## config.mk

```make
export PLATFORM = sky130hd
export DESIGN_NAME = clfu_top
export DESIGN_NICKNAME = d
export VERILOG_FILES = /design/src/hw/clfu_pkg.sv /design/src/hw/clfu_top.sv
export SDC_FILE = /design/constraint.sdc
export NUM_CORES = 2
export LEC_CHECK = 0
export BUFFER_PORTS_ARGS = -buffer_cell sky130_fd_sc_hd__buf_2
export CORE_MARGIN = 2
export CORE_UTILIZATION = 45
export DETAILED_ROUTE_END_ITERATION = 7
export SYNTH_ARGS = -nofsm -noshare
export SYNTH_HDL_FRONTEND = slang
export SYNTH_SLANG_ARGS = --single-unit
```

## constraint.sdc

```tcl
create_clock -name hclk -period 3.8 [get_ports hclk]
set_clock_uncertainty 0.05 [all_clocks]
set_input_delay 0.57 -clock hclk [delete_from_list [all_inputs] [get_ports hclk]]
set_output_delay 0.57 -clock hclk [all_outputs]
set_load 0.005 [all_outputs]
```

## src/hw/clfu_pkg.sv

```systemverilog
// package: constants, types and register map of the cache line flush unit
package clfu_pkg;
  // register byte offsets on the AHB-Lite slave
  localparam logic [7:0] OFF_CTRL = 8'h00;
  localparam logic [7:0] OFF_BASE = 8'h04;
  localparam logic [7:0] OFF_OFFS = 8'h08;
  localparam logic [7:0] OFF_STAT = 8'h0C;
  localparam logic [7:0] OFF_IRQS = 8'h10;
  localparam logic [7:0] OFF_MASK = 8'h14;
  localparam logic [7:0] OFF_FAULT = 8'h18;
  localparam logic [7:0] OFF_CFG = 8'h1C;
  localparam logic [7:0] OFF_LINE = 8'h20;
  localparam logic [7:0] OFF_EA = 8'h24;
  localparam logic [7:0] OFF_SETUP = 8'h28;
  // ctrl field positions
  localparam int CTRL_GO = 0;
  localparam int CTRL_OP_LO = 1;
  localparam int CTRL_PRIV = 3;
  // irq bit positions
  localparam int IRQ_DONE = 0;
  localparam int IRQ_EXC = 1;
  localparam int IRQ_WB = 2;
  localparam int IRQ_W = 3;
  // fault bit positions in the fault input and fault register
  localparam int FLT_SUPV = 0;
  localparam int FLT_FTLB = 1;
  localparam int FLT_DTLB = 2;
  localparam int FLT_MPU = 3;
  localparam int FLT_W = 4;
  localparam int OFFSET_W = 16;
  localparam int HTRANS_NONSEQ = 2;
  localparam logic [1:0] HTRANS_IDLE = 2'h0;
  localparam logic [1:0] HTRANS_NSQ = 2'h2;
  localparam logic [31:0] WORD_ZERO = 32'h0000_0000;
  // flush operations
  typedef enum logic [1:0] {
    OP_DLINE = 2'h0,
    OP_DADDR = 2'h1,
    OP_ILINE = 2'h2
  } clfu_op_t;
  // sequencer states, gray along idle-look-write-clear
  typedef enum logic [1:0] {
    ST_IDLE = 2'h0,
    ST_LOOK = 2'h1,
    ST_WB = 2'h3,
    ST_CLR = 2'h2
  } clfu_state_t;
endpackage

```

## src/hw/clfu_top.sv

```systemverilog
// cache line flush unit: direct-mapped d-cache flush and i-cache invalidate
//
// Register access over AHB-Lite and the register addresses are this design's own decisions.
`timescale 1ns/1ps
// Operation
// - data flushes use base value plus sign-extended 16-bit offset as the address.
// - the index-only data flush picks the line from the line field only, no hit test.
// - the index-only data flush writes a dirty line back whatever its tag.
// - a line is dirty when a word was modified and not yet written to memory.
// - the tag-checked flush compares stored tag and does nothing on a mismatch.
// - the tag-checked flush writes back only a dirty line whose tag matches.
// - a data flush without fault or tag miss ends by clearing the line valid bit after any write-back.
// - without a data cache the index-only flush does nothing.
// - only the tag-checked flush raises supervisor, TLB and MPU faults.
// - the instruction flush picks the line from the base byte address and invalidates it.
// - without an instruction cache the instruction flush does nothing.
// - the data cache is direct mapped, address split into tag and line fields.
module clfu_top #(
  parameter int LINE_W = 6,
  parameter int IDX_LO = 4,
  parameter int TAG_W = 22,
  parameter int ILINE_W = 6,
  parameter bit HAS_DCACHE = 1'b1,
  parameter bit HAS_ICACHE = 1'b1
) (
  // clock and reset
  input wire logic hclk,
  input wire logic hresetn,
  // ahb-lite slave
  input wire logic hsel,
  input wire logic [31:0] haddr,
  input wire logic [1:0] htrans,
  input wire logic hwrite,
  input wire logic [2:0] hsize,
  input wire logic hready,
  input wire logic [31:0] hwdata,
  output logic [31:0] hrdata,
  output logic hreadyout,
  output logic hresp,
  // data cache tag store hooks: line fills, dirty marking by the processor, fault input
  input wire logic mark_dirty,
  input wire logic [LINE_W-1:0] mark_line,
  input wire logic fill_valid,
  input wire logic [LINE_W-1:0] fill_line,
  input wire logic [TAG_W-1:0] fill_tag,
  input wire logic [clfu_pkg::FLT_W-1:0] fault_in,
  // write-back data master handshake
  output logic wb_req,
  output logic [31:0] wb_addr,
  input wire logic wb_ack,
  // interrupt
  output logic irq
);
  // ==========
  // state bank and address split
  localparam int NL = 1 << LINE_W;
  localparam int NI = 1 << ILINE_W;
  typedef struct packed {
    logic [31:0] base;
    logic [15:0] offs;
    logic [1:0] op;
    logic priv;
    clfu_pkg::clfu_state_t st;
    logic [31:0] ea;
    logic [LINE_W-1:0] line;
    logic [NL-1:0] dvalid;
    logic [NL-1:0] ddirty;
    logic [NI-1:0] ivalid;
    logic [clfu_pkg::IRQ_W-1:0] irqs;
    logic [clfu_pkg::IRQ_W-1:0] mask;
    logic [clfu_pkg::FLT_W-1:0] fault;
    logic dph;
    logic dwr;
    logic [7:0] dadr;
    logic [31:0] rdata;
    logic wbreq;
    logic [31:0] wbaddr;
    logic irq;
  } clfu_regs_t;

  clfu_regs_t r_reg;
  clfu_regs_t r_next;
  logic [TAG_W-1:0] tag_mem [NL];
  logic [31:0] ea_c;
  logic [LINE_W-1:0] ln_c;
  logic hit_c;
  logic ahb_go;

  // effective address: base plus sign-extended offset
  assign ea_c = r_reg.base + {{(32-clfu_pkg::OFFSET_W){r_reg.offs[15]}}, r_reg.offs};
  assign ln_c = r_reg.ea[IDX_LO +: LINE_W]; // direct-mapped line field
  assign hit_c = r_reg.dvalid[ln_c] && (tag_mem[ln_c] == r_reg.ea[IDX_LO+LINE_W +: TAG_W]);
  assign ahb_go = hsel && hready && htrans[1];

  // ==========
  // tag store
  // i-cache fills arrive from the fetch side, so here ivalid only ever loses bits
  // tag store is plain memory written on fills; the flush only touches valid and dirty bits
  always_ff @(posedge hclk)
  begin
    if (fill_valid)
    begin
      tag_mem[fill_line] <= fill_tag;
    end
  end

  // ==========
  // register read path
  // register read mux shared by the bus data phase
  function automatic logic [31:0] rd_mux(input clfu_regs_t s, input logic [7:0] a);
    logic [31:0] v;
    v = clfu_pkg::WORD_ZERO;
    unique case (a)
      clfu_pkg::OFF_BASE: v = s.base;
      clfu_pkg::OFF_OFFS: v = {16'h0000, s.offs};
      clfu_pkg::OFF_STAT: v = {30'h0000_0000, s.st};
      clfu_pkg::OFF_IRQS: v = {28'h000_0000, s.irqs};
      clfu_pkg::OFF_MASK: v = {28'h000_0000, s.mask};
      clfu_pkg::OFF_FAULT: v = {28'h000_0000, s.fault};
      clfu_pkg::OFF_CFG: v = {30'h0000_0000, HAS_ICACHE, HAS_DCACHE};
      clfu_pkg::OFF_LINE: v = {{(32-LINE_W){1'b0}}, s.line};
      clfu_pkg::OFF_EA: v = s.ea;
      default: v = clfu_pkg::WORD_ZERO;
    endcase
    return v;
  endfunction

  // ==========
  // next-state logic
  // next-state logic: bus slave, sequencer, interrupts
  always_comb
  begin
    logic [clfu_pkg::IRQ_W-1:0] ev;
    logic start;
    ev = '0;
    start = 1'b0;
    r_next = r_reg;
    // dirty marking by processor stores
    if (mark_dirty)
    begin
      r_next.ddirty[mark_line] = 1'b1;
    end
    if (fill_valid)
    begin
      r_next.dvalid[fill_line] = 1'b1;
      r_next.ddirty[fill_line] = 1'b0;
    end
    // bus address phase latch
    r_next.dph = ahb_go;
    if (ahb_go)
    begin
      r_next.dwr = hwrite;
      r_next.dadr = haddr[7:0];
    end
    // data phase: writes and reads complete with zero wait states
    if (r_reg.dph && r_reg.dwr)
    begin
      unique case (r_reg.dadr)
        // go counts only while idle, so a stray write cannot retarget a running flush
        clfu_pkg::OFF_CTRL: start = hwdata[clfu_pkg::CTRL_GO] && (r_reg.st == clfu_pkg::ST_IDLE);
        clfu_pkg::OFF_BASE: r_next.base = hwdata;
        clfu_pkg::OFF_OFFS: r_next.offs = hwdata[15:0];
        clfu_pkg::OFF_MASK: r_next.mask = hwdata[clfu_pkg::IRQ_W-1:0];
        default: r_next.base = r_reg.base;
      endcase
      if (start)
      begin
        r_next.op = hwdata[clfu_pkg::CTRL_OP_LO +: 2];
        r_next.priv = hwdata[clfu_pkg::CTRL_PRIV];
      end
    end
    // read-to-clear of the sticky status; new events below win
    if (ahb_go && !hwrite && haddr[7:0] == clfu_pkg::OFF_IRQS)
    begin
      r_next.irqs = '0;
    end
    if (ahb_go && !hwrite)
    begin
      r_next.rdata = rd_mux(r_reg, haddr[7:0]);
    end
    // flush sequencer
    unique case (r_reg.st)
      clfu_pkg::ST_IDLE:
      begin
        if (start)
        begin
          r_next.fault = '0;
          r_next.ea = ea_c;
          if (hwdata[clfu_pkg::CTRL_OP_LO +: 2] == clfu_pkg::OP_ILINE)
          begin
            r_next.ea = r_reg.base; // uses the base byte address only
          end
          r_next.st = clfu_pkg::ST_LOOK;
        end
      end
      clfu_pkg::ST_LOOK:
      begin
        r_next.line = ln_c;
        r_next.st = clfu_pkg::ST_IDLE;
        ev[clfu_pkg::IRQ_DONE] = 1'b1;
        if (r_reg.op == clfu_pkg::OP_ILINE)
        begin
          if (HAS_ICACHE)
          begin
            r_next.ivalid[r_reg.ea[IDX_LO +: ILINE_W]] = 1'b0;
          end
        end
        else if (r_reg.op == clfu_pkg::OP_DADDR && ((fault_in | {3'h0, r_reg.priv}) != '0))
        begin
          r_next.fault = fault_in | {3'h0, r_reg.priv};
          ev[clfu_pkg::IRQ_EXC] = 1'b1;
        end
        else if (!HAS_DCACHE || (r_reg.op == clfu_pkg::OP_DADDR && !hit_c))
        begin
          r_next.line = r_reg.line; // no cache effect, line register kept; only done is raised
        end
        else if (r_reg.ddirty[ln_c])
        begin
          r_next.wbreq = 1'b1;
          r_next.wbaddr = {r_reg.ea[31:IDX_LO], {IDX_LO{1'b0}}};
          if (r_reg.op == clfu_pkg::OP_DLINE)
          begin
            r_next.wbaddr = {tag_mem[ln_c], ln_c, {IDX_LO{1'b0}}};
          end
          r_next.st = clfu_pkg::ST_WB;
          ev[clfu_pkg::IRQ_DONE] = 1'b0;
        end
        else
        begin
          r_next.st = clfu_pkg::ST_CLR;
          ev[clfu_pkg::IRQ_DONE] = 1'b0;
        end
      end
      clfu_pkg::ST_WB:
      begin
        if (wb_ack)
        begin
          r_next.wbreq = 1'b0;
          r_next.ddirty[r_reg.line] = 1'b0;
          ev[clfu_pkg::IRQ_WB] = 1'b1;
          r_next.st = clfu_pkg::ST_CLR;
        end
      end
      clfu_pkg::ST_CLR:
      begin
        r_next.dvalid[r_reg.line] = 1'b0;
        r_next.ddirty[r_reg.line] = 1'b0;
        ev[clfu_pkg::IRQ_DONE] = 1'b1;
        r_next.st = clfu_pkg::ST_IDLE;
      end
    endcase
    r_next.irqs = r_next.irqs | ev;
    r_next.irq = |(r_next.irqs & r_reg.mask);
  end

  // ==========
  // state register and outputs
  // single register bank; ivalid and dvalid start empty
  always_ff @(posedge hclk or negedge hresetn)
  begin
    if (!hresetn)
    begin
      r_reg <= '0;
    end
    else
    begin
      r_reg <= r_next;
    end
  end

  assign hrdata = r_reg.rdata;
  assign hreadyout = 1'b1;
  assign hresp = 1'b0;
  assign wb_req = r_reg.wbreq;
  assign wb_addr = r_reg.wbaddr;
  assign irq = r_reg.irq;

  // ==========
  // assertions
  // write-back request holds still until accepted
  a_wb_hold: assert property (@(posedge hclk) disable iff (!hresetn)
    r_reg.wbreq && !wb_ack |=> r_reg.wbreq && $stable(r_reg.wbaddr))
    else $error("write-back dropped before ack");
  // a pending write-back keeps the sequencer busy
  a_busy_wb: assert property (@(posedge hclk) disable iff (!hresetn)
    r_reg.wbreq |-> r_reg.st == clfu_pkg::ST_WB)
    else $error("write-back pending outside the write-back step");
  // clear step follows ack
  a_clr_after: assert property (@(posedge hclk) disable iff (!hresetn)
    r_reg.st == clfu_pkg::ST_WB && wb_ack
    |=> r_reg.st == clfu_pkg::ST_CLR ##1 !r_reg.dvalid[$past(r_reg.line)])
    else $error("valid not cleared after write-back");
  // the clear step always retires the flush with done set
  a_clr_ends: assert property (@(posedge hclk) disable iff (!hresetn)
    r_reg.st == clfu_pkg::ST_CLR
    |=> r_reg.st == clfu_pkg::ST_IDLE && r_reg.irqs[clfu_pkg::IRQ_DONE])
    else $error("clear step did not retire the flush");
  // a processor store marks its line dirty
  a_dirty_mark: assert property (@(posedge hclk) disable iff (!hresetn)
    mark_dirty && !fill_valid && r_reg.st == clfu_pkg::ST_IDLE
    |=> r_reg.ddirty[$past(mark_line)])
    else $error("store did not mark line dirty");
  // a clean line is never written back
  a_clean_quiet: assert property (@(posedge hclk) disable iff (!hresetn)
    r_reg.st == clfu_pkg::ST_LOOK && !r_reg.ddirty[ln_c] |=> !r_reg.wbreq)
    else $error("clean line written back");
  // tag mismatch leaves no write-back
  a_miss_quiet: assert property (@(posedge hclk) disable iff (!hresetn)
    r_reg.st == clfu_pkg::ST_LOOK && r_reg.op == clfu_pkg::OP_DADDR && !hit_c
    |=> !r_reg.wbreq)
    else $error("write-back on tag miss");
  // tag-checked flush writes back only a dirty hit
  a_tag_wb: assert property (@(posedge hclk) disable iff (!hresetn)
    r_reg.st == clfu_pkg::ST_LOOK && r_reg.op == clfu_pkg::OP_DADDR
    && !(hit_c && r_reg.ddirty[ln_c]) |=> !r_reg.wbreq)
    else $error("tag-checked write-back without dirty hit");
  // index flush writes dirty line back
  a_dirty_wb: assert property (@(posedge hclk) disable iff (!hresetn)
    r_reg.st == clfu_pkg::ST_LOOK && r_reg.op == clfu_pkg::OP_DLINE && r_reg.ddirty[ln_c]
    && HAS_DCACHE |=> r_reg.wbreq)
    else $error("dirty line not written back");
  // index flush never faults
  a_no_fault: assert property (@(posedge hclk) disable iff (!hresetn)
    r_reg.st == clfu_pkg::ST_LOOK && r_reg.op == clfu_pkg::OP_DLINE
    |=> !r_reg.irqs[clfu_pkg::IRQ_EXC] || $past(r_reg.irqs[clfu_pkg::IRQ_EXC]))
    else $error("index flush raised fault");
  // a fault on the tag-checked flush is flagged and recorded
  a_fault_raise: assert property (@(posedge hclk) disable iff (!hresetn)
    r_reg.st == clfu_pkg::ST_LOOK && r_reg.op == clfu_pkg::OP_DADDR && fault_in != '0
    |=> r_reg.irqs[clfu_pkg::IRQ_EXC] && ((r_reg.fault & $past(fault_in)) == $past(fault_in)))
    else $error("tag-checked flush fault not raised");
  // address formation
  a_ea_form: assert property (@(posedge hclk) disable iff (!hresetn)
    r_reg.st == clfu_pkg::ST_IDLE
    ##1 r_reg.st == clfu_pkg::ST_LOOK && r_reg.op != clfu_pkg::OP_ILINE
    |-> r_reg.ea == $past(ea_c))
    else $error("effective address wrong");
  // icache line invalidated
  a_ilin_inv: assert property (@(posedge hclk) disable iff (!hresetn)
    r_reg.st == clfu_pkg::ST_LOOK && r_reg.op == clfu_pkg::OP_ILINE
    |=> !r_reg.ivalid[$past(r_reg.ea[IDX_LO +: ILINE_W])])
    else $error("icache line still valid");
  // icache line comes from the base byte address
  a_iline_pick: assert property (@(posedge hclk) disable iff (!hresetn)
    r_reg.st == clfu_pkg::ST_LOOK && r_reg.op == clfu_pkg::OP_ILINE
    |=> r_reg.line == $past(r_reg.base[IDX_LO +: LINE_W]))
    else $error("icache line not taken from base");
  // interrupt follows status under the mask of the cycle before
  a_irq_level: assert property (@(posedge hclk) disable iff (!hresetn)
    r_reg.irq == |(r_reg.irqs & $past(r_reg.mask)))
    else $error("irq level wrong");
endmodule

```

# Word-level counts from Yosys, hierarchy flattened

Memories as Yosys holds them, arrays and structs flattened.
Index checks and enable logic that the tools add are counted.

Add/subtract/negate cells: 1
Magnitude comparators: 7
Eq/ne operators: 27
Mux-type cells: 52
Bitwise logic cells: 13
Reductions and logical operators: 31

Operator list:

| kind                                                                  | number |
|---|---|
| 32-bit one-hot mux with 9 select lines                                | 1 |
| 64-bit AND                                                            | 3 |
| 64-bit two-way mux                                                    | 3 |
| 33-bit two-way mux                                                    | 4 |
| 128-bit two-way mux                                                   | 1 |
| 64-bit inverter                                                       | 2 |
| 64-bit OR                                                             | 2 |
| 64-bit one-hot mux with 2 select lines                                | 1 |
| 32-bit two-way mux                                                    | 2 |
| 8-bit by 5-bit == test with 1-bit output, second input constant       | 5 |
| 34-bit two-way mux                                                    | 1 |
| 32-bit adder                                                          | 1 |
| 6-bit by 7-bit < comparator with 1-bit output, second input constant  | 4 |
| 8-bit by 4-bit == test with 1-bit output, second input constant       | 3 |
| 22-bit == test                                                        | 1 |
| 1-bit demux with 6-bit select                                         | 3 |
| 6-bit by 1-bit >= comparator with 1-bit output, second input constant | 3 |
| 1-bit two-way mux                                                     | 18 |
| 6-bit two-way mux                                                     | 3 |
| 8-bit by 3-bit == test with 1-bit output, second input constant       | 2 |
| 8-bit by 6-bit == test with 1-bit output, second input constant       | 2 |
| 2-bit AND reduction                                                   | 7 |
| 1-bit binary-select mux with 6-bit select                             | 2 |
| 1-bit logical AND                                                     | 12 |
| 24 further kinds                                                      | 45 |

Flip-flop bits (word level): 305
Memory bits (writable): 1408
Bits of input ports: 115
Word-level logic and storage cells: 151
Memories kept: 1

Memory list:

| memory  | words | bits a word | read ports | clocked after memory_dff | wr ports | RTL line       | text |
|---|---|---|---|---|---|---|---|
| tag_mem | 64    | 22          | 1          | 0                        | 1        | clfu_top.sv:83 | `logic [TAG_W-1:0] tag_mem [NL];` |

# Longest topological paths before layout

Depth in word-level cells: 12
Mapped depth: 19
Gate-level depth less buffers: 14

# Worst setup path after synthesis

OpenSTA, ideal clock, no wires.

Kind: reg2reg
From: register r_reg (netlist bit ln_c[0])
To: register r_reg (netlist bit wb_addr[12])
Library setup time: 0.125 ns
Data arrival time: 3.732 ns
Required time: 3.625 ns
Slack: -0.107 ns
Cell stages (with the launch flop): 14
Cell sequence: dfrtp_1 buf_6 buf_6 buf_4 buf_4 buf_2 buf_4 mux4_2 mux4_2 mux4_2 nand3_1 buf_4 buf_6 mux2_4

Cells in the longest elaborated chain, start to end: 7
Elaborated cells on any way between the ends: 12

RTL lines:

| item                                                                                   | RTL line        | text |
|---|---|---|
| start: declaration                                                                     | clfu_top.sv:81  | `clfu_regs_t r_reg;` |
| start signal: assignment                                                               | clfu_top.sv:267 | `r_reg <= r_next;` |
| memory 64 x 22 bit / 1-bit binary-select mux with 6-bit select (equally long branches) | --              |  |
| 22-bit == test / 1-bit two-way mux (equally long branches)                             | clfu_top.sv:92  | `assign hit_c = r_reg.dvalid[ln_c] && (tag_mem[ln_c] == r_reg.ea[IDX_LO+LINE_W +: TAG_W]);` |
| 1-bit logical AND                                                                      | clfu_top.sv:92  |  |
| 1-bit logical NOT                                                                      | clfu_top.sv:213 | `else if (!HAS_DCACHE \|\| (r_reg.op == clfu_pkg::OP_DADDR && !hit_c))` |
| 1-bit logical AND                                                                      | clfu_top.sv:213 |  |
| 1-bit inverter (no source line)                                                        | --              |  |
| 5-bit AND reduction (no source line)                                                   | --              |  |

Several ways; a longest one is shown, not always the timed one. The select of a mux whose other input is x is not followed.
A chain may end at the register's enable or synchronous reset.

# Final worst setup path

From: register r_reg (netlist bit ln_c[0])
To: register r_reg (netlist bit wb_addr[20])

The elaborated chain is that of the path after synthesis.

==> flow_summary.ini <==
[global_route]
grt_start_max_net_pins = 91
grt.total_usage_pct = 27.3
grt_busiest_layer = met2
global_route_wire_length_before_repair_microns = 305000
grt_pass1_vias = 40900
use_met1_pct = 37.3
grt_remaining_overflow = 0
antenna_found_initial = 18
met3_usage_pct = 6.16
grt_use_met2_pct = 43.5

[synth]
synthesis_stage_register_bit_count = 1709
post_synth.cell_area_avg_sq_um = 17.5
synthesis.instances = 4019
seq_area_frac_synth_pct = 70.8
post_synthesis_instance_area_sq_um = 70400
synth-main-ff-cell = edfxtp_1
yosys.cell_types.count = 75
synth-async-reset-ratio_pct = 17.6
warning_count_from_the_yosys_run = 0
synth_enable_flop_cells = 1408

[place]
placed_area_sq_um = 77200
place.detailed.hpwl_microns = 139000
io_buffer_count = 148
gp_congestion = 0.897
placed_cells_incl_taps = 6419

[pwr]
power_frac_seq_pct = 51.6
total_switching_power_w = 0.00914
share_comb_of_total_power_pct = 6.6
intPower_w = 0.0317
power.share.switching_pct = 22.4
vdd_drop_max_uv = 519
clockPowerShare_pct = 41.7
power-per-cell-area_nw_per_um2 = 483
cellLeakagePower_nw = 28.8

[cells_and_area]
layout.cell_area.non_filler_sq_um = 84500
filler_free_cell_count_of_the_finished_design = 6851
layout_commonest_cell = edfxtp_1
post_route_cells_drive_above_1_share_pct = 31.9
largest_reg_flops = 1408
final_cell_mix = edfxtp_1, buf_4, mux4_2
utilization_pct = 54.2
areaGrowthSynthToFinish_pct = 20.0
finalNetCount = 4785

[setup_path]
worstPathRequired_ns = 4.44
worstSetupStartpointType = register
worstSetupPathType = reg2reg
worstPathMaxFanout = 9
cp_data_arrival_time_ns = 5.18
endpoint_kind = register

[clock_tree]
worst_skew_pair.late_latency_ns = 0.83
cts_tree = done
clk_tree_root_cell = clkbuf_16
htree_num_levels = 4
clock-sinks = 1709
clock_tree.buffer_depth = 3
cts_buffers = 176
cts.reportedPaths.clkPinSlew_ns = 0.06

[timing]
min_period_ns = 4.54
final_critical_path_setup_slack_ns = -0.739
worst-slew-pin-transition_ns = 1.29
report.final.hold_viol_count = 0
final-setup-viol-count = 39
max-slew-margin-rel_pct = 13.9
rsz0062_at_grt = yes
finalCritPeriodShare_pct = 119
report.final.slew_viol_count = 0
max_clock_freq_mhz = 220

[routing]
drt_drc_violations_left = 0
vias = 41800
routed_wire_length_per_instance_microns = 31.9
wl_microns = 218000
detail_route.first_pass.iterations = 6
ant_nets_after_route = 0
drtIter0Drc = 5278
vias_per_cell = 6.11

[hold_path]
worst_hold_path_type = in2reg

[floorplanning]
design.core.area_sq_um = 156000
die_w_microns = 399
io_pins = 183
standard_cell_row_count = 145
die_y_microns = 399
die_footprint_sq_um = 160000
start_util_pct = 45.2

[run_status]
status = finished, violations left
failed_checks = negative setup slack

[flow_run]
maxCapViolations = 0
==> final cells by class <==
type	count	area (sq um)
Antenna cell	11	27.5
Clock buffer	227	4700
Clock inverter	100	948
Fill cell	12100	71400
Inverter	22	82.6
Multi-Input combinational cell	2003	19800
Sequential cell	1709	49800
Tap cell	2058	2570
Timing Repair Buffer	721	6470
==> Yosys cell counts, types with 8 or more instances <==
cell type | instances | area share [%]
a211oi_1 | 78 | 0.83
a21o_1 | 8 | 0.085
a21oi_1 | 203 | 1.4
a221oi_1 | 14 | 0.17
a222oi_1 | 12 | 0.17
a22o_1 | 11 | 0.14
a22oi_1 | 94 | 1.0
a31oi_1 | 24 | 0.21
and2_1 | 19 | 0.17
and3_1 | 12 | 0.11
buf_1 | 9 | 0.048
buf_2 | 58 | 0.41
buf_4 | 95 | 1.0
clkbuf_1 | 120 | 0.64
dfrtp_1 | 301 | 11
edfxtp_1 | 1408 | 60
ha_1 | 36 | 0.64
inv_1 | 21 | 0.11
mux2_2 | 98 | 1.6
mux2_4 | 10 | 0.21
mux2i_1 | 186 | 2.6
mux4_2 | 342 | 11
nand2_1 | 168 | 0.90
nand2b_1 | 16 | 0.14
nand3_1 | 50 | 0.36
nand3b_1 | 9 | 0.096
nand4_1 | 13 | 0.12
nor2_1 | 233 | 1.2
nor2b_1 | 27 | 0.24
nor3_1 | 21 | 0.15
nor3b_1 | 12 | 0.13
o211ai_1 | 9 | 0.096
o21a_1 | 8 | 0.085
o21ai_0 | 77 | 0.55
o22a_1 | 35 | 0.44
o22ai_1 | 25 | 0.22
or2_2 | 10 | 0.089
or3_1 | 9 | 0.080
xnor2_1 | 32 | 0.40
xor2_1 | 24 | 0.30
==> worst max-delay path, cell delays in order, from the launching register on <==
cell and delay (ns):
dfrtp_4 0.50, buf_6 0.13, buf_12 0.14, buf_16 0.15, buf_12 0.13, buf_2 0.15, and2_1 0.17, buf_12 0.15
buf_4 0.18, a21oi_2 0.13, nand3_1 0.11, o211ai_1 0.21, xnor2_1 0.18, o211ai_1 0.12, a211o_1 0.31, nor4_4 0.46
buf_4 0.21, a31o_4 0.16, nand3_4 0.19, buf_12 0.24, mux2_4 0.29
==> final timing paths <==
path,start,endpoint,slack (ns),cells after the start
setup / recovery,ln_c[0],wb_addr[20],-0.74,20
hold / removal,fault_in[0],r_reg[76],0.10,4
setup reg to reg,ln_c[0],wb_addr[20],-0.74,20
hold reg to reg,r_reg[318],r_reg[318],0.42,2
max in group asynchronous,hresetn,r_reg[172],2.41,3
min in group asynchronous,hresetn,r_reg[75],0.24,2
==> power by group through the flow <==
stage	combinational, W	sequential (W)	clock (W)
after floorplan	0.00139	0.0213	0
after global routing	0.00289	0.0211	0.0180
after global placement	0.00252	0.0214	0
after detailed placement	0.00256	0.0215	0
after CTS	0.00268	0.0211	0.0172
final	0.00271	0.0211	0.0170
==> routing by layer <==
layer	wire length [microns]	share of wire (%)	up-vias
met3	20700	9.5	351
li1	-	-	17300
met5	80	0.037	-
met1	87200	40	22100
met4	7270	3.3	12
met2	103000	47	2079
==> kinds of logic (layout without fill, tap and decap cells) <==
family | Yosys count | in the layout | share of synthesized area [%]
AO/OA/AOI/OAI | 642 | 642 | 6.01
adder cells (fa/ha/maj) | 37 | 37 | 0.668
flip-flops | 1709 | 1709 | 70.8
XOR/XNOR | 56 | 56 | 0.697
other | 2 | 17 | 0.0107
AND/OR/NAND/NOR | 626 | 626 | 4.12
multiplexers | 636 | 636 | 15.4
buffers and inverters | 311 | 1070 | 2.34
==> timing repair <==
action	CTS	global route
setup buffers	29	19
setup endpoints to repair	39	40
gates resized for setup	91	25
pin swaps	24	23
endpoints found under the hold margin	110	0
hold buffers	43	0
cloned	9	1
==> through the flow <==
stage / hold slack (ns) / worst slack [ns] / TNS, ns / total power, W
4_1_cts: 0.0486 / -0.639 / -21.14 / 0.0410
5_1_grt: 0.136 / -0.811 / -28.00 / 0.0420
6_report: 0.101 / -0.739 / -25.00 / 0.0408
3_3_place_gp: 0.403 / -1.39 / -51.43 / 0.0240
2_1_floorplan: 0.224 / 0.00295 / 0 / 0.0227
3_5_place_dp: 0.408 / -1.37 / -50.24 / 0.0240
Power figures use the tool's default switching activity.
